**src/logic/link_status_pkg.sv**
```systemverilog
// Register map, field layout and bus constants of the link and error status bank.
package link_status_pkg;

  // ----------------------------------------------------------------
  // Register indices; the byte address is four times the index.
  // ----------------------------------------------------------------
  localparam logic [9:0] IDX_DEVICE_ERROR_STATUS = 10'h04a;
  localparam logic [9:0] IDX_LINK_CAPABILITIES = 10'h04c;
  localparam logic [9:0] IDX_LINK_CONTROL = 10'h050;
  localparam logic [9:0] IDX_LINK_STATUS = 10'h052;

  // ----------------------------------------------------------------
  // Field positions and hardwired values.
  // ----------------------------------------------------------------
  localparam int ERR_LSB = 0;
  localparam int ERR_WIDTH = 4;
  localparam logic [3:0] ERR_RESET = 4'h0;
  localparam int PM_CTRL_LSB = 0;
  localparam logic [1:0] PM_CTRL_RESET = 2'h0;
  localparam int COMMON_CLOCK_BIT = 6;
  localparam int EXT_SYNC_BIT = 7;
  localparam logic [3:0] SPEED_CODE = 4'h1;
  localparam logic [5:0] WIDTH_CODE = 6'h08;
  localparam logic [1:0] POWER_MGMT_SUPPORT = 2'h1;
  localparam logic [2:0] L0S_EXIT_LATENCY = 3'h0;
  localparam logic [2:0] L1_EXIT_LATENCY = 3'h0;
  localparam logic [7:0] PORT_NUMBER = 8'h00;

  // ----------------------------------------------------------------
  // Bus encodings.
  // ----------------------------------------------------------------
  localparam logic [1:0] HTRANS_NONSEQ = 2'h2;
  localparam logic HRESP_OKAY = 1'b0;

  typedef struct packed {
    logic correctable;
    logic nonfatal;
    logic fatal;
    logic unsupported;
  } err_event_t;

  typedef struct packed {
    logic [3:0] err_flags;
    logic [1:0] pm_ctrl;
    logic common_clock_cfg;
    logic extended_sync;
    logic pending;
    logic pending_write;
    logic [9:0] pending_idx;
    logic hreadyout;
    logic hresp;
    logic [31:0] hrdata;
  } bank_state_t;

endpackage : link_status_pkg

```
**src/logic/link_status_regs.sv**
```systemverilog
// AHB-Lite register bank for device error status and virtual link registers.
//
// Operation
// - Correctable error sets bit 0; write one clears.
// - Non-fatal error sets bit 1; write one clears.
// - Fatal error sets bit 2; write one clears.
// - Unsupported request sets bit 3; write one clears.
// - Aux power detected bit reads zero.
// - Transactions pending bit reads zero.
// - Maximum speed code hardwired to one.
// - Maximum width code hardwired to eight.
// - L0s entry support advertised; power management support code one.
// - L0s exit latency field reads zero.
// - L1 exit latency field reads zero.
// - Port number reads zero.
// - Two-bit power control field, read-write, resets zero.
// - Read completion boundary bit reads zero.
// - Link disable and retrain read zero.
// - Common clock and sync bits stored only.
// - Current speed code hardwired to one.
// - Current width code hardwired to eight.
// - Training error and training bits read zero.
// - Slot clock bit reads zero.
module link_status_regs (
  input wire logic hclk,
  input wire logic hresetn,
  input wire logic hsel,
  input wire logic [31:0] haddr,
  input wire logic [1:0] htrans,
  input wire logic hwrite,
  input wire logic [2:0] hsize,
  input wire logic [31:0] hwdata,
  input wire logic hready,
  output logic hreadyout,
  output logic hresp,
  output logic [31:0] hrdata,
  input wire link_status_pkg::err_event_t err_event,
  output logic [3:0] err_flags,
  output logic [1:0] pm_ctrl
);

  // ----------------------------------------------------------------
  // Read assembly.
  // ----------------------------------------------------------------
  // Every fixed field is built from constants, so bits not placed here read zero.
  function automatic logic [31:0] read_word(input link_status_pkg::bank_state_t st,
                                            input logic [9:0] idx);
    logic [31:0] w;
    w = 32'h0000_0000;
    case (idx)
      link_status_pkg::IDX_DEVICE_ERROR_STATUS: begin
        // Aux power and pending bits stay zero above the flags.
        w[link_status_pkg::ERR_LSB +: link_status_pkg::ERR_WIDTH] = st.err_flags;
      end
      link_status_pkg::IDX_LINK_CAPABILITIES: begin
        w[3:0] = link_status_pkg::SPEED_CODE;
        w[9:4] = link_status_pkg::WIDTH_CODE;
        w[11:10] = link_status_pkg::POWER_MGMT_SUPPORT;
        w[14:12] = link_status_pkg::L0S_EXIT_LATENCY;
        w[17:15] = link_status_pkg::L1_EXIT_LATENCY;
        w[31:24] = link_status_pkg::PORT_NUMBER;
      end
      link_status_pkg::IDX_LINK_CONTROL: begin
        // Completion boundary, disable and retrain bits remain zero.
        w[link_status_pkg::PM_CTRL_LSB +: 2] = st.pm_ctrl;
        w[link_status_pkg::COMMON_CLOCK_BIT] = st.common_clock_cfg;
        w[link_status_pkg::EXT_SYNC_BIT] = st.extended_sync;
      end
      link_status_pkg::IDX_LINK_STATUS: begin
        // Training and slot clock bits remain zero.
        w[3:0] = link_status_pkg::SPEED_CODE;
        w[9:4] = link_status_pkg::WIDTH_CODE;
      end
      default: begin
        w = 32'h0000_0000;
      end
    endcase
    return w;
  endfunction

  // ----------------------------------------------------------------
  // State.
  // ----------------------------------------------------------------
  link_status_pkg::bank_state_t state_r;
  link_status_pkg::bank_state_t state_nxt;
  logic [3:0] raised;
  logic [3:0] cleared;

  assign raised = {err_event.unsupported, err_event.fatal, err_event.nonfatal,
                   err_event.correctable};

  // Each transfer takes one wait state. Applying writes and sampling reads in
  // the same late edge keeps a read right after a write from returning stale data.
  always_comb begin
    state_nxt = state_r;
    cleared = 4'h0;
    state_nxt.hresp = link_status_pkg::HRESP_OKAY;
    if (state_r.pending) begin
      if (state_r.pending_write) begin
        // Only the documented writable bits take data; the rest is dropped.
        case (state_r.pending_idx)
          link_status_pkg::IDX_DEVICE_ERROR_STATUS: begin
            cleared = hwdata[link_status_pkg::ERR_LSB +: link_status_pkg::ERR_WIDTH];
          end
          link_status_pkg::IDX_LINK_CONTROL: begin
            state_nxt.pm_ctrl = hwdata[link_status_pkg::PM_CTRL_LSB +: 2];
            state_nxt.common_clock_cfg = hwdata[link_status_pkg::COMMON_CLOCK_BIT];
            state_nxt.extended_sync = hwdata[link_status_pkg::EXT_SYNC_BIT];
          end
          default: begin
            cleared = 4'h0;
          end
        endcase
      end else begin
        state_nxt.hrdata = read_word(state_r, state_r.pending_idx);
      end
      state_nxt.pending = 1'b0;
      state_nxt.hreadyout = 1'b1;
    end else if (hsel && hready && htrans == link_status_pkg::HTRANS_NONSEQ) begin
      state_nxt.pending = 1'b1;
      state_nxt.pending_write = hwrite;
      state_nxt.pending_idx = haddr[11:2];
      state_nxt.hreadyout = 1'b0;
    end
    // A one clears, a zero keeps, and a new event in the same cycle wins.
    state_nxt.err_flags = (state_r.err_flags & ~cleared) | raised;
  end

  always_ff @(posedge hclk or negedge hresetn) begin
    if (!hresetn) begin
      state_r.err_flags <= link_status_pkg::ERR_RESET;
      state_r.pm_ctrl <= link_status_pkg::PM_CTRL_RESET;
      state_r.common_clock_cfg <= 1'b0;
      state_r.extended_sync <= 1'b0;
      state_r.pending <= 1'b0;
      state_r.pending_write <= 1'b0;
      state_r.pending_idx <= 10'h000;
      state_r.hreadyout <= 1'b1;
      state_r.hresp <= link_status_pkg::HRESP_OKAY;
      state_r.hrdata <= 32'h0000_0000;
    end else begin
      state_r <= state_nxt;
    end
  end

  // ----------------------------------------------------------------
  // Outputs.
  // ----------------------------------------------------------------
  assign hreadyout = state_r.hreadyout;
  assign hresp = state_r.hresp;
  assign hrdata = state_r.hrdata;
  assign err_flags = state_r.err_flags;
  assign pm_ctrl = state_r.pm_ctrl;

  // hsize is accepted as-is: only whole-word transfers are expected on this bank.
  logic unused_size;
  assign unused_size = ^{hsize, haddr[31:12], haddr[1:0]};

endmodule // link_status_regs

```
**config.mk**
```make
export PLATFORM = sky130hd
export DESIGN_NAME = link_status_regs
export DESIGN_NICKNAME = d
export VERILOG_FILES = /design/src/logic/link_status_pkg.sv /design/src/logic/link_status_regs.sv
export SDC_FILE = /design/constraint.sdc
export NUM_CORES = 1
export LEC_CHECK = 0
export BUFFER_PORTS_ARGS = -buffer_cell sky130_fd_sc_hd__buf_2
export CORE_ASPECT_RATIO = 1.75
export CORE_MARGIN = 2
export CORE_UTILIZATION = 40
export CTS_BUF_LIST = sky130_fd_sc_hd__clkbuf_16
export CTS_CLUSTER_SIZE = 12
export DETAILED_ROUTE_END_ITERATION = 8
export PLACE_DENSITY = 0.78
export SLEW_MARGIN = 40
export SYNTH_ARGS = -nofsm -noshare
export SYNTH_HDL_FRONTEND = slang
export SYNTH_SLANG_ARGS = --single-unit
```
**constraint.sdc**
```tcl
create_clock -name hclk -period 2.45 [get_ports hclk]
set_clock_uncertainty 0.1 [all_clocks]
set_input_delay 0.735 -clock hclk [delete_from_list [all_inputs] [get_ports hclk]]
set_output_delay 0.735 -clock hclk [all_outputs]
set_load 0.01 [all_outputs]
```
After elaboration in Yosys (flattened, before gate mapping)

Index checks and enable logic that the tools add are counted.
W data, S select, Z words.

Register bits after elaboration: 35

Equal/unequal tests: 5
Mux-type cells: 10
Bitwise logic cells: 5
Reductions and logical operators: 7

Operator list:

| cell                  | count |
|---|---|
| $eq A10 B7 Y1 const B | 4 |
| $mux W13              | 1 |
| $mux W4               | 3 |
| $pmux W2 S3           | 1 |
| $and A4 B4 Y4         | 1 |
| $not A4 Y4            | 1 |
| $or A4 B4 Y4          | 1 |
| $pmux W2 S2           | 1 |
| $reduce_and A2 Y1     | 2 |
| $mux W1               | 3 |
| $reduce_and A3 Y1     | 1 |
| $eq A2 B2 Y1 const B  | 1 |
| $logic_and A1 B1 Y1   | 2 |
| $mux W2               | 1 |
| $not A1 Y1            | 2 |
| $reduce_bool A2 Y1    | 1 |
| $reduce_or A2 Y1      | 1 |

Logic depth before layout (Yosys ltp)

Gate-level depths: netlist of run 1.

Depth after elaboration: 7
Gate-level depth with buffers: 5

Least setup slack after synthesis of run 1

Ideal clock, no wire load.

Kind: input to register
Start point: in htrans[0]
End point: reg state_r[37] (netlist bit)
Setup time: 0.125 ns
Data arrival time: 1.821 ns
Required time: 2.225 ns
Slack: 0.404 ns
Cell stages on the path: 4
Buffers on the path: 1
Path through: nand4b_1 nor2_1 clkbuf_1 mux2_2

Cells in the longest elaborated chain, start to end: 3

Ends and longest elaborated chain:

| element                     | RTL line                | text |
|---|---|---|
| start: declaration          | link_status_regs.sv:29  | `input wire logic [1:0] htrans,` |
| $eq A2 B2 Y1                | link_status_regs.sv:119 | `end else if (hsel && hready && htrans == link_status_pkg::HTRANS_NONSEQ) begin` |
| $logic_and A1 B1 Y1         | link_status_regs.sv:119 |  |
| $reduce_and A2 Y1 (no line) | -                       |  |
| end signal: assignment      | link_status_regs.sv:142 | `state_r <= state_nxt;` |
| end: declaration            | link_status_regs.sv:84  | `link_status_pkg::bank_state_t state_r;` |

No other way between the ends.
A chain may end at the register's enable or synchronous reset.

Worst setup path after layout of run 1

Start point: reg state_r[39] (netlist bit)
End point: reg state_r[46] (netlist bit)

Cells in the longest elaborated chain, start to end: 2

Ends and longest elaborated chain:

| element                     | RTL line                | text |
|---|---|---|
| $eq A10 B7 Y1               | link_status_regs.sv:101 | `case (state_r.pending_idx)` |
| $reduce_and A3 Y1 (no line) | -                       |  |

No other way between the ends.

==> metrics.md, run 1 <==
| Metric | Value |
|---|---|
| Hold Crit Class | flip-flop to flip-flop |
| Top cell type's share of synthesized area | 0.4397 |
| Setup Viol. Count Final | 0 |
| Area contributors post-synth | dfrtp_1 (44%), buf_4 (19%), mux2_2 (10%) |
| Clock Latency Late Sink | 0.26 ns |
| Area Growth Syn to Fin | 8.469% |
| Final wirelength | 2626 um |
| Worst hold slack | 0.3628 ns |
| Largest fanout on the critical path | 4 |
| CTS sink cnt | 28 |
| RSZ-0062 raised after global routing | false |
| Vias in the first global route | 1013 |
| Avg Vias per Cell | 4.671 |
| Maximum number of pins on one net before global-route repair | 29 |
| Cts hold-fix bufs | 0 |
| Total GRT Usage | 0.1337 |
| Max Cap Violations | 0 |
| Top FF cell, synth | dfrtp_1 |
| Vert. Die Dim | 85.99 um |
| Synth Cell Area | 1536 um2 |
| Reg power frac | 0.514 |
| GPL Wtd Cong | 0.7536 |
| Detailed Route Iter0 Violations | 17 |
| Die area | 4373 um2 |
| P_sw | 0.0002966 W |
| EDFF count, synth | 0 |
| Fin nets | 249 |
| Initial antenna violation count | 0 |
| Fin crit share | 0.8225 |
| Slew Viols, Final | 0 |
| Synth area leader | dfrtp_1 |
| Via count | 1009 |
| Critical path launch point type | flip-flop |
| Top-count cell post-synth | buf_4 |
| Critical Path RT | 2.50 ns |
| Relative slew slack | 0.5953 |
| Post-synth top cells | buf_4 (39), dfrtp_1 (27), mux2_2 (14), nand2_1 (12), nand3_1 (8) |
| Synth Register Bits | 28 |
| P_leak | 0.7891 nW |
| Int Pwr | 0.0008233 W |
| Clk pwr share | 0.329 |
| Final core area utilization | 0.4548 |
| Post-cts sizing count | 0 |
| Combinational share of power | 0.158 |
| Routed len/inst | 12.16 um |
| Yosys warnings | 0 |
| CTS Buffer Depth | 2 |
| Port Buf Inserts | 40 |
| Fraction of layout cells with a size suffix above 1 | 0.3647 |
| Clk root buf | clkbuf_16 |
| Initial core utilization | 0.4193 |
| Pre-antenna DRT Iters | 4 |
| Status | completed |
| Routed Antenna Nets | 0 |
| CTS H-tree depth | 1 |
| Syn_area_per_cell | 10.74 um2 |
| Switch share | 0.2649 |
| FFs w/ async S/R, synth | 1.000 |
| Clock slew at reported path FFs | 0.06 ns |
| I/O Pins | 118 |
| Die Width | 50.85 um |
| TritonCTS clock tree | yes |
| Global-route wire length before repair | 4360 um |
| Ant diodes | 0 |
| Critical Path AT | 2.06 ns |
| Core Region | 3665 um2 |
| # DRC | 0 |
| Cell count after synthesis | 143 |
| Part of the Yosys area used for sequential elements | 0.4568 |
| Crit. End Element | flip-flop |
| Overflow after GRT | 0 |
| # Post-CTS Setup Buffers | 0 |
| Final instance area | 1667 um2 |
| Fmax | 0.4963 GHz |
| PD cells | 672.0 nW/um2 |
| Row count | 29 |
| Least-Margin Pin Slew | 0.6070 ns |
| TritonCTS Buffers | 3 |
| Period minus WS final | 2.015 ns |
| Placement Cell Area | 1588 um2 |
| Setup TNS | 0 ns |
| Max VDD drop | 0.6175 mV |
| Final hold violations | 0 |
| DP HPWL | 2117 um |
| Kind of critical path | flip-flop to flip-flop |
| Distinct cell type count after synthesis | 32 |
-- cell usage in the layout, fill, tap and decap left out --
cell type	n
o41ai_1	1
o21ai_0	5
or4b_4	1
nor4_4	1
nor3b_1	1
dfstp_2	1
nand3_1	8
nor4b_1	1
conb_1	26
o31ai_1	1
nand2_1	12
nand2b_1	1
a21oi_1	1
xor2_1	1
nor2b_1	3
nand4bb_1	1
o21a_1	1
nand4b_1	2
clkbuf_16	3
and3b_1	1
nor2_1	4
and2_1	1
buf_2	40
a31oi_1	1
a21o_1	5
inv_1	1
dfrtp_1	27
o41a_1	1
clkinv_1	1
mux2_2	14
or2b_1	1
buf_4	1
nor3_4	1
-- worst paths after layout --
path	from	endpoint	slack, ns	cells after the start
max	state_r[39]	state_r[46]	0.43	4
min	hrdata[3]	hrdata[3]	0.36	2
max reg2reg	state_r[39]	state_r[46]	0.43	4
min reg2reg	hrdata[3]	hrdata[3]	0.36	2
max in group asynchronous	hresetn	state_r[47]	1.47	1
min in group asynchronous	hresetn	state_r[34]	0.38	1
-- layer usage --
| layer | global-route usage | routed length (um) | up-vias |
|---|---|---|---|
| met5 | 0 | 0 | - |
| met4 | 0.08600 | 74 | 0 |
| met3 | 0.03310 | 203 | 7 |
| met2 | 0.2452 | 1447 | 56 |
| met1 | 0.1273 | 900 | 470 |
| li1 | - | - | 476 |
-- final cells by class --
cell class	instances	area, um2
clock buffer	3	75.07
clock inverter	1	3.754
fill	362	1998
inverter	1	3.754
multi-input combinational	96	616.8
sequential	28	701.9
tap	46	57.56
timing repair buffer	41	207.7
-- worst max-delay path, cell delays in order (launching register included) --
cell and delay, ns:
dfrtp_1 0.37, or4b_4 0.57, nor3_4 0.20, nand4b_1 0.28, mux2_2 0.37
-- cells by family after synthesis --
group,after synthesis,share of synthesized area
buffers and inverters,44,0.2028
AND/OR/NAND/NOR,39,0.1588
multiplexers,14,0.1026
AO/OA/AOI/OAI,16,0.07085
flip-flops,28,0.4568
other,1,0.002441
XOR/XNOR,1,0.005701
-- through the flow --
stage / total power, W / std cells / setup WS [ns]
final: 0.001120 / 216 / 0.4350
after global routing: 0.001180 / 216 / 0.3779
after CTS: 0.001129 / 216 / 0.4260
after detailed placement: 0.0007607 / 212 / 0.3980
after global placement: 0.0007515 / 212 / 0.4407
after floorplan: 0.0007322 / 168 / 0.4038
-- flip-flops by register name, indices dropped and copies added (netlist names) --
signal	count
hreadyout	1
state_r	14
hrdata	7
pm_ctrl	2
err_flags	4
-- power groups by stage --
stage | sequential [W] | combinational [W] | clock [W]
after floorplan | 0.000557 | 0.000175 | 0
after detailed placement | 0.000583 | 0.000177 | 0
after CTS | 0.000575 | 0.000179 | 0.000376
after global routing | 0.000583 | 0.000197 | 0.000400
final | 0.000575 | 0.000177 | 0.000368
after global placement | 0.000579 | 0.000172 | 0
Power figures use the tool's default switching activity.
==> run 2, diff against run 1 <==
--- a/config.mk
+++ b/config.mk
@@ -8,11 +8,11 @@
 export BUFFER_PORTS_ARGS = -buffer_cell sky130_fd_sc_hd__buf_2
 export CORE_ASPECT_RATIO = 1.75
 export CORE_MARGIN = 2
-export CORE_UTILIZATION = 40
+export CORE_UTILIZATION = 36
 export CTS_BUF_LIST = sky130_fd_sc_hd__clkbuf_16
 export CTS_CLUSTER_SIZE = 12
 export DETAILED_ROUTE_END_ITERATION = 8
-export PLACE_DENSITY = 0.78
+export PLACE_DENSITY = 0.74
 export SLEW_MARGIN = 40
 export SYNTH_ARGS = -nofsm -noshare
 export SYNTH_HDL_FRONTEND = slang
==> constraint.sdc (replaced) <==
create_clock -name hclk -period 1.8 [get_ports hclk]
set_clock_uncertainty 0.1 [all_clocks]
set_input_delay 0.54 -clock hclk [delete_from_list [all_inputs] [get_ports hclk]]
set_output_delay 0.54 -clock hclk [all_outputs]
set_load 0.01 [all_outputs]
==> metrics.md, run 2 (synthesis gave the netlist of run 1 again) <==
| Metric | Value |
|---|---|
| Critical path launch point type | flip-flop |
| Register cell area after layout | 701.9 um2 (unchanged) |
| Kind of critical path | flip-flop to flip-flop |
| Vert. Die Dim | 90.42 um (+5.2%) |
| Switch share | 0.2445 (-0.02040) |
| TritonCTS clock tree | yes |
| Initial core utilization | 0.3737 (-0.04555) |
| Global-route wire length before repair | 4692 um (+7.6%) |
| Reg power frac | 0.447 (-0.067) |
| Int Pwr | 0.001292 W (+57%) |
| Crit-path cells | or4b_4 > nor3_4 > nand4b_1 > buf_4 > mux2_2 |
| PD cells | 941.3 nW/um2 (+40%) |
| Status | finished, violations left |
| Placed Cells incl. Taps | 222 (+4.7%) |
| Hold Crit Class | input pin to asynchronous set/reset pin |
| Slowest stage delay, CP | 0.56 ns (about the same) |
| CTS sink cnt | 28 (unchanged) |
| Avg Vias per Cell | 4.522 (-3.2%) |
| Least-Margin Pin Slew | 0.6005 ns (-0.006475 ns) |
| Die Width | 53.39 um (+5.0%) |
| Critical Path AT | 1.94 ns (-0.12 ns) |
| Fin crit share | 1.048 (+0.2254) |
| Setup WS post-layout | -0.08611 ns (-0.5211 ns) |
| Die area | 4827 um2 (+10%) |
| RSZ-0062 raised after global routing | true |
| Total GRT Usage | 0.1298 (-0.003833) |
| Port Buf Inserts | 40 (unchanged) |
| Via count | 1040 (+3.1%) |
| Commonest cells after routing, fill and taps aside | buf_2 (40), dfrtp_1 (27), conb_1 (26) |
| # DRC | 0 (unchanged) |
| Final Non-Filler Cells | 230 (+6.5%) |
| TritonCTS Buffers | 3 (unchanged) |
| Clock Latency Late Sink | 0.27 ns (about the same) |
| Period minus WS final | 1.886 ns (-0.1289 ns) |
| Failing checks | negative setup slack |
| DP HPWL | 2221 um (+4.9%) |
| Largest Register | state_r |
| Ant diodes | 0 (unchanged) |
| Clk pwr share | 0.382 (+0.053) |
| Multi-input logic area | 650.6 um2 (+5.5%) |
| Max reg flops | 14 (unchanged) |
| Pre-antenna DRT Iters | 2 (-2) |
| Maximum number of pins on one net before global-route repair | 29 (unchanged) |
| Core Region | 4111 um2 (+12%) |
| I/O Pins | 118 (unchanged) |
| GPL Wtd Cong | 0.7500 (-0.48%) |
| Overflow after GRT | 0 (unchanged) |
| Vias in the first global route | 1049 (+3.6%) |
| Biggest regs | state_r: 14 flops, hrdata: 7 flops, err_flags: 4 flops |
| R2r setup slk | -0.09 ns (-0.52 ns) |
| Crit. End Element | flip-flop |
| Clk root buf | clkbuf_16 |
| Post-Place Setup Slack | -0.1581 ns (-0.5561 ns) |
| Routed len/inst | 12.16 um (about the same) |
| Layout fillers | 402 (+11%) |
| Detailed Route Iter0 Violations | 14 (-3) |
| Worst reg2reg path endpoint | pm_ctrl[0] |
| CP max stage cell | or4b_4 |
| Max Cap Violations | 0 (unchanged) |
| Area Growth Syn to Fin | 18.24% |
| CTS Buffer Depth | 2 (unchanged) |
| Most common cell after layout, fill and taps aside | buf_2 |
| Fmax | 0.5302 GHz (+6.8%) |
| P_sw | 0.0004180 W (+41%) |
| Reg-to-Reg Start | state_r[39] |
| Slew Viols, Final | 0 (unchanged) |
| Critical Path RT | 1.85 ns (-0.65 ns) |
| Final hold violations | 0 (unchanged) |
| Row count | 31 (+6.9%) |
| Setup Viol. Count Final | 10 (+10) |
| CTS H-tree depth | 1 (unchanged) |
| Fraction of layout cells with a size suffix above 1 | 0.4420 (+0.07728) |
| P_leak | 0.8682 nW (+10%) |
| Initial antenna violation count | 0 (unchanged) |
| Combinational share of power | 0.171 (+0.013) |
| Max VDD drop | 0.7529 mV (+22%) |
| R2R depth | 5 (+1) |
| Largest fanout on the critical path | 3 (-1) |
| Clock slew at reported path FFs | 0.07 ns (about the same) |
| Final wirelength | 2797 um (+6.5%) |
| Routed Antenna Nets | 0 (unchanged) |
| Cts hold-fix bufs | 0 (unchanged) |
| Relative slew slack | 0.5997 (+0.004317) |
| Fin nets | 260 (+4.4%) |
[run 2: cell count changes in the layout (fill, tap and decap cells not counted), sizes merged]
cell / delta
buf: +11
clkinv: -1
bufinv: +1
[run 2: power groups by stage]
stage | Clock, W | Combinational [W] | Sequential [W]
3_3_place_gp | 0 | 0.000274 | 0.000774
2_1_floorplan | 0 | 0.000239 | 0.000758
6_report | 0.000653 | 0.000292 | 0.000765
4_1_cts | 0.000669 | 0.000287 | 0.000765
3_5_place_dp | 0 | 0.000280 | 0.000777
5_1_grt | 0.000702 | 0.000325 | 0.000776
[run 2: metrics by stage]
stage | hold slack [ns] | instance area [um2] | total power (W) | utilization | TNS, ns
finish | 0.1753 | 1817 | 0.001710 | 0.4419 | -0.5380
global route | 0.2237 | 1817 | 0.001803 | 0.4419 | -1.620
CTS | 0.1945 | 1807 | 0.001721 | 0.4394 | -0.4049
detailed placement | 0.3510 | 1644 | 0.001057 | 0.3999 | -0.7450
global placement | 0.3475 | 1644 | 0.001048 | 0.3999 | -0.6208
floorplan | 0.1444 | 1632 | 0.0009968 | - | -0.007803
[run 2: metal layers]
layer  up-vias  global-route usage  share of wire
li1        496                   -              -
met1       489              0.1379           0.35
met2        50              0.2284           0.55
met3         5             0.02152          0.075
met4         0             0.07051          0.025
met5         -                   0              0
[run 2: worst max path at each step]
stage	startpoint	endpoint	slack (ns)
floorplan	state_r[39]	pm_ctrl[0]	-0.002
global placement	state_r[39]	state_r[47]	-0.15
detailed placement	state_r[39]	state_r[46]	-0.16
CTS	state_r[39]	state_r[46]	-0.10
global route	state_r[39]	state_r[47]	-0.17
finish	state_r[39]	pm_ctrl[0]	-0.09
[run 2: layout make-up]
class / count / share of cell area
Sequential cell: 28 / 0.3864
Multi-Input combinational cell: 96 / 0.3581
Timing Repair Buffer: 52 / 0.1618
Clock buffer: 3 / 0.04132
Tap cell: 49 / 0.03375
Clock inverter: 1 / 0.01653
Inverter: 1 / 0.002066
[run 2: repair_timing]
| item | CTS | global route |
|---|---|---|
| setup endpoints to repair | 11 | 14 |
| pin swaps | 9 | 5 |
| buffers inserted | 3 | 1 |
| resized for setup | 9 | 1 |
[run 2: critical path, delay by kind of cell (launching register included)]
family                 cells  cell delay (ns)
muxes                      1             0.26
buffers and inverters      1             0.18
DFF                        1             0.38
and+or+nand+nor            3             0.85
